$ cat src/hw/subword_align_pkg.sv
// Constants, field layout and carrier types for the sub-word alignment block.
// Assumes one processor clock and an AXI4-Lite master for configuration.
// Summary of operation
// - Hardware load selects byte or half-word lane
// - Selected lane lands right-justified in result
// - Sign select low zero-fills upper bits
// - Sign select high copies lane sign bit
// - Hardware store replicates low byte/half everywhere
// - Sign select never alters store data
// - Enable and sign set pointer to ~order unless frozen or coprocessor
// - Sub-word accesses still work while frozen
// - Size 001 is byte, 010 half-word
// - Order 0 makes lane 00 most significant
// - Half-word chosen by address bit 1 only
// - Reset clears the hardware sub-word enable
package subword_align_pkg;

    // ------------------------------------------------------------
    // Register map
    // ------------------------------------------------------------
    localparam int          AXI_ADDR_W   = 4;
    localparam logic [3:0]  OFS_CONFIG   = 4'h0;
    localparam logic [3:0]  OFS_STATUS   = 4'h4;
    localparam int          CFG_EN_BIT   = 0;  // hw_subword_enable
    localparam int          CFG_ORD_BIT  = 1;  // lane_order_bit
    localparam int          CFG_FZ_BIT   = 2;  // status_freeze
    localparam logic [2:0]  CFG_RESET    = 3'h0;
    localparam int          STAT_LP_LSB  = 0;  // lane_pointer_field [1:0]
    localparam int          STAT_SZ_LSB  = 4;  // last access size [6:4]
    localparam int          STAT_LD_BIT  = 8;  // last access was a load
    localparam logic [1:0]  LP_RESET     = 2'h0;
    localparam logic [1:0]  RESP_OKAY    = 2'h0;
    localparam logic [1:0]  RESP_DECERR  = 2'h3;

    // ------------------------------------------------------------
    // Access size codes
    // ------------------------------------------------------------
    localparam logic [2:0]  SIZE_WORD    = 3'h0;
    localparam logic [2:0]  SIZE_BYTE    = 3'h1;
    localparam logic [2:0]  SIZE_HALF    = 3'h2;

    // One load or store presented by the pipeline
    typedef struct packed {
        logic        is_load;
        logic        is_coproc;
        logic [2:0]  access_size_option;
        logic        sign_select;
        logic [1:0]  addr_lo;
        logic [31:0] store_data;
    } acc_req_s;

endpackage : subword_align_pkg

$ cat src/hw/lane_extract.sv
// Lane selection and extension of a returned word for sub-word loads.
// Assumes the caller has already decided that a sub-word load applies.
`timescale 1ns/100ps
module lane_extract (
    // Returned word and access shape
    input  wire logic [31:0] i_word,
    input  wire logic [2:0]  i_size,
    input  wire logic [1:0]  i_addr_lo,
    input  wire logic        i_lane_order,
    input  wire logic        i_sign_select,
    // Aligned result
    output logic      [31:0] o_result
);

    // ------------------------------------------------------------
    // Lane choice
    // ------------------------------------------------------------
    logic [1:0]  byte_lane;
    logic        half_hi;
    logic [7:0]  sel_byte;
    logic [15:0] sel_half;
    logic        is_byte;

    // Order 0 counts lanes from the top of the word, so invert index
    assign byte_lane = i_lane_order ? i_addr_lo : ~i_addr_lo;
    assign half_hi   = i_lane_order ? i_addr_lo[1] : ~i_addr_lo[1];
    assign sel_byte  = i_word[{byte_lane, 3'h0} +: 8];
    assign sel_half  = half_hi ? i_word[31:16] : i_word[15:0];
    assign is_byte   = (i_size == subword_align_pkg::SIZE_BYTE);

    // Right-justify, then zero or sign fill the upper part
    assign o_result  = is_byte
        ? {{24{i_sign_select & sel_byte[7]}}, sel_byte}
        : {{16{i_sign_select & sel_half[15]}}, sel_half};

endmodule : lane_extract

$ cat src/hw/subword_load_store_align.sv
// Load/store alignment for hardware byte and half-word accesses,
// with an AXI4-Lite slave holding configuration and status.
// Assumes the pipeline and memory share i_clk_sys; memory returns
// a full 32-bit word on every read and decodes its own strobes.
//
// Design decisions made here: the register addresses and the AXI4-Lite register port.
`timescale 1ns/100ps
module subword_load_store_align (
    // Clock and reset
    input  wire logic                         i_clk_sys,
    input  wire logic                         i_sys_rst,
    // AXI4-Lite write address / data / response
    input  wire logic                         i_s_axi_awvalid,
    output logic                              o_s_axi_awready,
    input  wire logic [3:0]                   i_s_axi_awaddr,
    input  wire logic                         i_s_axi_wvalid,
    output logic                              o_s_axi_wready,
    input  wire logic [31:0]                  i_s_axi_wdata,
    input  wire logic [3:0]                   i_s_axi_wstrb,
    output logic                              o_s_axi_bvalid,
    input  wire logic                         i_s_axi_bready,
    output logic      [1:0]                   o_s_axi_bresp,
    // AXI4-Lite read address / data
    input  wire logic                         i_s_axi_arvalid,
    output logic                              o_s_axi_arready,
    input  wire logic [3:0]                   i_s_axi_araddr,
    output logic                              o_s_axi_rvalid,
    input  wire logic                         i_s_axi_rready,
    output logic      [31:0]                  o_s_axi_rdata,
    output logic      [1:0]                   o_s_axi_rresp,
    // Access from the pipeline
    input  wire logic                         i_req_valid,
    input  wire subword_align_pkg::acc_req_s  i_req,
    input  wire logic [31:0]                  i_load_word,
    // Aligned results
    output logic                              o_rsp_valid,
    output logic      [31:0]                  o_load_result,
    output logic      [31:0]                  o_store_word,
    output logic      [2:0]                   o_access_size_outputs,
    output logic      [1:0]                   o_addr_lo,
    output logic      [1:0]                   o_lane_pointer_field
);

    // ------------------------------------------------------------
    // Configuration and status state
    // ------------------------------------------------------------
    logic [2:0]  cfg_q;
    logic [1:0]  lp_q;
    logic [2:0]  last_size_q;
    logic        last_load_q;
    logic        en;
    logic        ord;
    logic        frz;

    assign en  = cfg_q[subword_align_pkg::CFG_EN_BIT];
    assign ord = cfg_q[subword_align_pkg::CFG_ORD_BIT];
    assign frz = cfg_q[subword_align_pkg::CFG_FZ_BIT];

    // ------------------------------------------------------------
    // AXI4-Lite write path
    // ------------------------------------------------------------
    logic        aw_got_q;
    logic        w_got_q;
    logic [3:0]  awaddr_q;
    logic [31:0] wdata_q;
    logic [3:0]  wstrb_q;
    logic        bvalid_q;
    logic [1:0]  bresp_q;
    logic        aw_hs;
    logic        w_hs;
    logic        wr_fire;
    logic        wr_cfg;
    logic        wr_hit;

    // Address and data latch independently, so either may come first
    assign o_s_axi_awready = !aw_got_q && !bvalid_q;
    assign o_s_axi_wready  = !w_got_q && !bvalid_q;
    assign aw_hs   = i_s_axi_awvalid && o_s_axi_awready;
    assign w_hs    = i_s_axi_wvalid && o_s_axi_wready;
    assign wr_fire = aw_got_q && w_got_q && !bvalid_q;
    assign wr_cfg  = awaddr_q[3:2] == subword_align_pkg::OFS_CONFIG[3:2];
    assign wr_hit  = wr_cfg
        || (awaddr_q[3:2] == subword_align_pkg::OFS_STATUS[3:2]);
    assign o_s_axi_bvalid = bvalid_q;
    assign o_s_axi_bresp  = bresp_q;

    // Capture the write halves
    always_ff @(posedge i_clk_sys) begin
        if (i_sys_rst) begin
            aw_got_q <= 1'b0;
            w_got_q  <= 1'b0;
            awaddr_q <= 4'h0;
            wdata_q  <= 32'h0;
            wstrb_q  <= 4'h0;
        end else begin
            aw_got_q <= wr_fire ? 1'b0 : (aw_got_q | aw_hs);
            w_got_q  <= wr_fire ? 1'b0 : (w_got_q | w_hs);
            if (aw_hs) begin
                awaddr_q <= i_s_axi_awaddr;
            end
            if (w_hs) begin
                wdata_q <= i_s_axi_wdata;
                wstrb_q <= i_s_axi_wstrb;
            end
        end
    end

    // Response one cycle after both halves are held
    always_ff @(posedge i_clk_sys) begin
        if (i_sys_rst) begin
            bvalid_q <= 1'b0;
            bresp_q  <= subword_align_pkg::RESP_OKAY;
        end else if (wr_fire) begin
            bvalid_q <= 1'b1;
            bresp_q  <= wr_hit ? subword_align_pkg::RESP_OKAY
                               : subword_align_pkg::RESP_DECERR;
        end else if (i_s_axi_bready) begin
            bvalid_q <= 1'b0;
        end
    end

    // Config register; reset leaves the enable off until software sets it
    always_ff @(posedge i_clk_sys) begin
        if (i_sys_rst) begin
            cfg_q <= subword_align_pkg::CFG_RESET;
        end else if (wr_fire && wr_cfg && wstrb_q[0]) begin
            cfg_q <= wdata_q[2:0];
        end
    end

    // ------------------------------------------------------------
    // AXI4-Lite read path
    // ------------------------------------------------------------
    logic        rvalid_q;
    logic [31:0] rdata_q;
    logic [1:0]  rresp_q;
    logic        ar_hs;
    logic        rd_cfg;
    logic        rd_stat;
    logic [31:0] stat_word;

    assign o_s_axi_arready = !rvalid_q;
    assign ar_hs   = i_s_axi_arvalid && o_s_axi_arready;
    assign rd_cfg  = i_s_axi_araddr[3:2] == subword_align_pkg::OFS_CONFIG[3:2];
    assign rd_stat = i_s_axi_araddr[3:2] == subword_align_pkg::OFS_STATUS[3:2];
    assign stat_word = {23'h0, last_load_q, 1'b0, last_size_q, 2'h0, lp_q};
    assign o_s_axi_rvalid = rvalid_q;
    assign o_s_axi_rdata  = rdata_q;
    assign o_s_axi_rresp  = rresp_q;

    // Read data is registered; unmapped words read zero with DECERR
    always_ff @(posedge i_clk_sys) begin
        if (i_sys_rst) begin
            rvalid_q <= 1'b0;
            rdata_q  <= 32'h0;
            rresp_q  <= subword_align_pkg::RESP_OKAY;
        end else if (ar_hs) begin
            rvalid_q <= 1'b1;
            rdata_q  <= rd_cfg ? {29'h0, cfg_q} : (rd_stat ? stat_word : 32'h0);
            rresp_q  <= (rd_cfg || rd_stat) ? subword_align_pkg::RESP_OKAY
                                            : subword_align_pkg::RESP_DECERR;
        end else if (i_s_axi_rready) begin
            rvalid_q <= 1'b0;
        end
    end

    // ------------------------------------------------------------
    // Datapath decode
    // ------------------------------------------------------------
    logic        sub_sz;
    logic        hw_sub;
    logic        lp_set;
    logic [31:0] ext_word;
    logic [31:0] rep_word;
    logic [31:0] ld_d;
    logic [31:0] st_d;

    // Only byte and half codes are sub-word; coprocessor moves skip it
    assign sub_sz = (i_req.access_size_option == subword_align_pkg::SIZE_BYTE)
        || (i_req.access_size_option == subword_align_pkg::SIZE_HALF);
    assign hw_sub = en && sub_sz && !i_req.is_coproc;
    // Pointer update does not touch the access itself; freeze blocks it
    assign lp_set = i_req_valid && en && i_req.sign_select
        && !i_req.is_coproc && !frz;

    lane_extract u_lane_extract (
        .i_word        (i_load_word),
        .i_size        (i_req.access_size_option),
        .i_addr_lo     (i_req.addr_lo),
        .i_lane_order  (ord),
        .i_sign_select (i_req.sign_select),
        .o_result      (ext_word)
    );

    // Store copies ignore sign_select entirely
    assign rep_word = (i_req.access_size_option == subword_align_pkg::SIZE_BYTE)
        ? {4{i_req.store_data[7:0]}}
        : {2{i_req.store_data[15:0]}};
    assign ld_d = hw_sub ? ext_word : i_load_word;
    assign st_d = hw_sub ? rep_word : i_req.store_data;

    // ------------------------------------------------------------
    // Registered results
    // ------------------------------------------------------------
    // Size and address go out so the memory side can build strobes
    always_ff @(posedge i_clk_sys) begin
        if (i_sys_rst) begin
            o_rsp_valid           <= 1'b0;
            o_load_result         <= 32'h0;
            o_store_word          <= 32'h0;
            o_access_size_outputs <= subword_align_pkg::SIZE_WORD;
            o_addr_lo             <= 2'h0;
        end else begin
            o_rsp_valid <= i_req_valid;
            if (i_req_valid) begin
                o_load_result         <= ld_d;
                o_store_word          <= st_d;
                o_access_size_outputs <= i_req.access_size_option;
                o_addr_lo             <= i_req.addr_lo;
            end
        end
    end

    // Pointer and last-access status
    always_ff @(posedge i_clk_sys) begin
        if (i_sys_rst) begin
            lp_q        <= subword_align_pkg::LP_RESET;
            last_size_q <= subword_align_pkg::SIZE_WORD;
            last_load_q <= 1'b0;
        end else begin
            if (lp_set) begin
                lp_q <= {2{~ord}};
            end
            if (i_req_valid) begin
                last_size_q <= i_req.access_size_option;
                last_load_q <= i_req.is_load;
            end
        end
    end
    assign o_lane_pointer_field = lp_q;
endmodule : subword_load_store_align

$ cat config.mk
export PLATFORM = sky130hd
export DESIGN_NAME = subword_load_store_align
export DESIGN_NICKNAME = d
export VERILOG_FILES = /design/src/hw/subword_align_pkg.sv /design/src/hw/lane_extract.sv /design/src/hw/subword_load_store_align.sv
export SDC_FILE = /design/constraint.sdc
export NUM_CORES = 1
export LEC_CHECK = 0
export CORE_ASPECT_RATIO = 1.5
export CORE_MARGIN = 2
export CORE_UTILIZATION = 40
export DETAILED_ROUTE_END_ITERATION = 8
export DONT_BUFFER_PORTS = 1
export REMOVE_ABC_BUFFERS = 1
export SLEW_MARGIN = 20
export SYNTH_ARGS = -nofsm -noshare
export SYNTH_HDL_FRONTEND = slang
export SYNTH_SLANG_ARGS = --single-unit
$ cat constraint.sdc
create_clock -name i_clk_sys -period 1.8 [get_ports i_clk_sys]
set_input_delay 0.18 -clock i_clk_sys [delete_from_list [all_inputs] [get_ports i_clk_sys]]
set_output_delay 0.18 -clock i_clk_sys [all_outputs]
set_load 0.05 [all_outputs]
==> impl_metrics.yaml <==
place:
  port-buffer-count: 0
  dpl_cell_area_um2: 5020
  hpwlAfterDp_um: 9470
  place.gp.congestion: 0.843
setup_path:
  critPathLaunchType: "flip-flop"
  kind_of_capture_point_of_the_worst_setup_path: "flip-flop"
  timing.critical_path.arrival_ps: 1940
  worst-r2r-setup-slack_ps: 110
  crit_fanout: 34
  required_ps: 2040
  critPathKind: "flip-flop to flip-flop"
synthesis:
  yosys.cell_types.count: 58
  synthXorXnorAreaFrac_pct: 0.872
  synth_top_family_by_area: "simple AND/OR/NAND/NOR gates"
  postSynthRegisterBits: 94
  seq_area_frac_synth_pct: 39.7
  synth_enable_flop_cells: 0
  synth_compound_area_share_pct: 20.1
  synthesis.instances: 554
  post_synth_fa_ha_maj_area_fraction_pct: 0
  dominantRegCellSynth: "sky130_fd_sc_hd__dfxtp_1"
  post_synth_instance_area_um2: 4740
  synthSimpleGateAreaFrac_pct: 21.0
  muxShareOfSynthArea_pct: 8.61
  synthesis.area_per_instance_um2: 8.55
  ys_async_sr_fraction_pct: 0
  total_number_of_yosys_warnings: 0
clocking:
  tritoncts: "yes"
  cts_buffer_depth: 2
  number_of_levels_in_the_clock_h_tree: 3
  insertion_delay_ps: 340
  clk_transition_reported_paths_ps: 60
  cts_num_sinks: 94
  tritoncts.num_buffers: 9
  clockRootBuffer: "sky130_fd_sc_hd__clkbuf_16"
finish:
  antennaDiodeCount: 0
  ratio_of_cells_with_drive_above_1_in_the_final_layout_pct: 14.9
  area_growth_pct: 24.5
  nets: 750
  fillcell_total: 1105
  final_core_util_pct: 51.2
  design_area_um2: 5900
global_route:
  grt_start_max_net_pins: 92
  globalRoute.totalOverflow: 0
  wire_length_of_the_first_global_routing_pass_um: 21400
  grt_pass1_vias: 4215
  grt_antenna_before_repair: 0
  grt_util_all_layers_pct: 21.4
power_and_ir_drop:
  comb_power_share_pct: 19.2
  total_power_after_layout_w: 0.00536
  power_leakage_nw: 2.35
  switching_share_pct: 32.2
  net-switching-power_w: 0.00173
  power_density_nw_per_um2: 909
  power.clock.fraction_pct: 34.1
  seqPwrFrac_pct: 46.7
  cell_internal_pwr_w: 0.00364
  irDropWorstVdd_mv: 0.626
floorplan:
  initial_utilization_pct: 41.1
  core_area_um2: 11500
  design.die.area_um2: 12700
  fp.dieH_um: 137
  die_width_um: 92.9
  floorplan.rows: 48
  boundaryPins: 237
detailed_routing:
  avgRoutedWirePerCell_um: 18.5
  route.detailed.drc: 0
  routed_wirelength_um: 14400
  initialDrtViolationCount: 200
  detailroute.via_count: 4425
  detail_route.first_pass.iterations: 9
  ant_nets: 0
  ratio_of_routed_vias_to_standard_cells: 5.68
run:
  drv_cap: 0
timing:
  fin_crit_sh_pct: 94.2
  fin_worst_skew_ps: 5.76
  final_critical_path_time_including_i_o_delays_and_setup_ps: 1690
  timing.max_slew.rel_slack_pct: 48.4
  setup-violations-final: 0
  max_freq_mhz: 590
  timing_max_transition_violations_final: 0
  final_hold_viol_count: 0
  max_slew.worst_pin.slew_ps: 772
hold_path:
  hold_class: "input port to flip-flop"
run_status:
  run_status: "complete, no violations"
-- per-stage QoR --
step / std cells / TNS [ps] / hold WS (ps) / worst slack [ps]
after floorplan: 508 / -861 / 245 / -169
after global placement: 707 / 0 / 262 / 98.9
after detailed placement: 707 / 0 / 259 / 62.4
after CTS: 773 / 0 / 0.0120 / 53.3
after global routing: 779 / -210 / 6.83 / -56.0
final: 779 / 0 / 12.8 / 105
-- registers in the layout, summed over array words and instances, names as in the netlist --
signal and cells:
o_s_axi_rdata 7, o_lane_pointer_field 1, wstrb_q 1, o_s_axi_rvalid 1
last_load_q 1, cfg_q 3, o_s_axi_bvalid 1, aw_got_q 1
o_s_axi_rresp 1, wdata_q 3, o_rsp_valid 1, o_s_axi_bresp 1
o_load_result 32, w_got_q 1, o_store_word 32, awaddr_q 2
last_size_q 3, o_addr_lo 2
-- path summary, 6_finish.rpt --
kind | start | depth (start not counted) | to
max | cfg_q[0]$_SDFFE_PP0P_ | 5 | o_store_word[28]$_SDFFE_PP0P_
min | i_req[19] | 2 | o_store_word[19]$_SDFFE_PP0P_
max reg2reg | cfg_q[0]$_SDFFE_PP0P_ | 5 | o_store_word[28]$_SDFFE_PP0P_
min reg2reg | o_store_word[11]$_SDFFE_PP0P_ | 2 | o_store_word[11]$_SDFFE_PP0P_
-- placed cells by master (no fill, tap or decap), types with 4 or more instances in the layout --
cell type and count:
sky130_fd_sc_hd__a311oi_1 8, sky130_fd_sc_hd__a22oi_1 13, sky130_fd_sc_hd__nor3_1 24, sky130_fd_sc_hd__o31a_1 8, sky130_fd_sc_hd__mux2i_1 34, sky130_fd_sc_hd__a31oi_1 16
sky130_fd_sc_hd__dfxtp_1 93, sky130_fd_sc_hd__nand2_1 36, sky130_fd_sc_hd__dlygate4sd3_1 53, sky130_fd_sc_hd__a211oi_2 7, sky130_fd_sc_hd__a211oi_1 18, sky130_fd_sc_hd__nand2b_1 9
sky130_fd_sc_hd__a32oi_1 7, sky130_fd_sc_hd__a21oi_1 6, sky130_fd_sc_hd__o21ai_1 16, sky130_fd_sc_hd__nor2_1 109, sky130_fd_sc_hd__conb_1 25, sky130_fd_sc_hd__clkbuf_16 9
sky130_fd_sc_hd__inv_1 11, sky130_fd_sc_hd__o221ai_1 7, sky130_fd_sc_hd__buf_12 4, sky130_fd_sc_hd__buf_4 49, sky130_fd_sc_hd__nand3_1 19
-- layout make-up --
class                      instances  area, µm²  area share [%]
multi-input combinational        402       2500            42.3
clock buffer                      10        229            3.88
clock inverter                     4       50.0           0.849
timing repair buffer             107       1010            17.1
tap                              150        188            3.18
sequential                        94       1880            31.9
inverter                          12       45.0           0.764
-- Yosys cell counts, types with 7 or more instances --
cell type                    n  share of area (%)
sky130_fd_sc_hd__o31a_1      8                1.5
sky130_fd_sc_hd__inv_1      11               0.87
sky130_fd_sc_hd__nand2_1    36                2.9
sky130_fd_sc_hd__a211oi_1   18                2.9
sky130_fd_sc_hd__nor2_1    109                8.6
sky130_fd_sc_hd__clkbuf_1   27                2.1
sky130_fd_sc_hd__a311oi_1    8                1.5
sky130_fd_sc_hd__a31oi_1    16                2.1
sky130_fd_sc_hd__o21ai_1    16                1.7
sky130_fd_sc_hd__nand3_1    19                2.0
sky130_fd_sc_hd__nand2b_1    9                1.2
sky130_fd_sc_hd__dfxtp_1    94                 40
sky130_fd_sc_hd__buf_4      29                4.6
sky130_fd_sc_hd__o221ai_1    7                1.3
sky130_fd_sc_hd__mux2i_1    34                7.2
sky130_fd_sc_hd__a211oi_2    7                1.8
sky130_fd_sc_hd__nor3_1     24                2.5
sky130_fd_sc_hd__a32oi_1     7                1.3
sky130_fd_sc_hd__a22oi_1    13                2.1
-- repair_timing --
item | CTS | global route
setup buffers | 0 | 4
hold buffers | 52 | 2
resized for setup | 0 | 2
endpoints found under the setup margin | 0 | 18
hold endpoints to repair | 86 | 2
-- cells by family (layout without fill, tap and decap cells) --
family          count (synthesis)  in the layout
compound gates                119            119
xor+xnor                        3              3
buf+inv                        82            133
flops                          94             94
mux                            38             38
other cells                     1             25
simple gates                  217            217
-- layer usage --
metal,wire length [µm],track usage (%)
met1,5330,23.3
met2,7530,38.5
met3,1300,7.44
met4,269,7.35
met5,0,0
-- critical path, stage by stage, from the launching register on --
cell                       delay [ps]
sky130_fd_sc_hd__dfxtp_1          370
sky130_fd_sc_hd__nor3b_4          280
sky130_fd_sc_hd__nand2_2          170
sky130_fd_sc_hd__buf_12           200
sky130_fd_sc_hd__o31a_1           330
sky130_fd_sc_hd__a211oi_1         220
-- power by group through the flow --
stage | Sequential [W] | Combinational [W] | Clock [W]
after floorplan | 0.00275 | 0.000471 | 0
after global placement | 0.00255 | 0.000867 | 0
after detailed placement | 0.00255 | 0.000885 | 0
after CTS | 0.00250 | 0.00103 | 0.00190
after global routing | 0.00252 | 0.00110 | 0.00197
final | 0.00250 | 0.00103 | 0.00183
(Power assumes the default switching activity.)
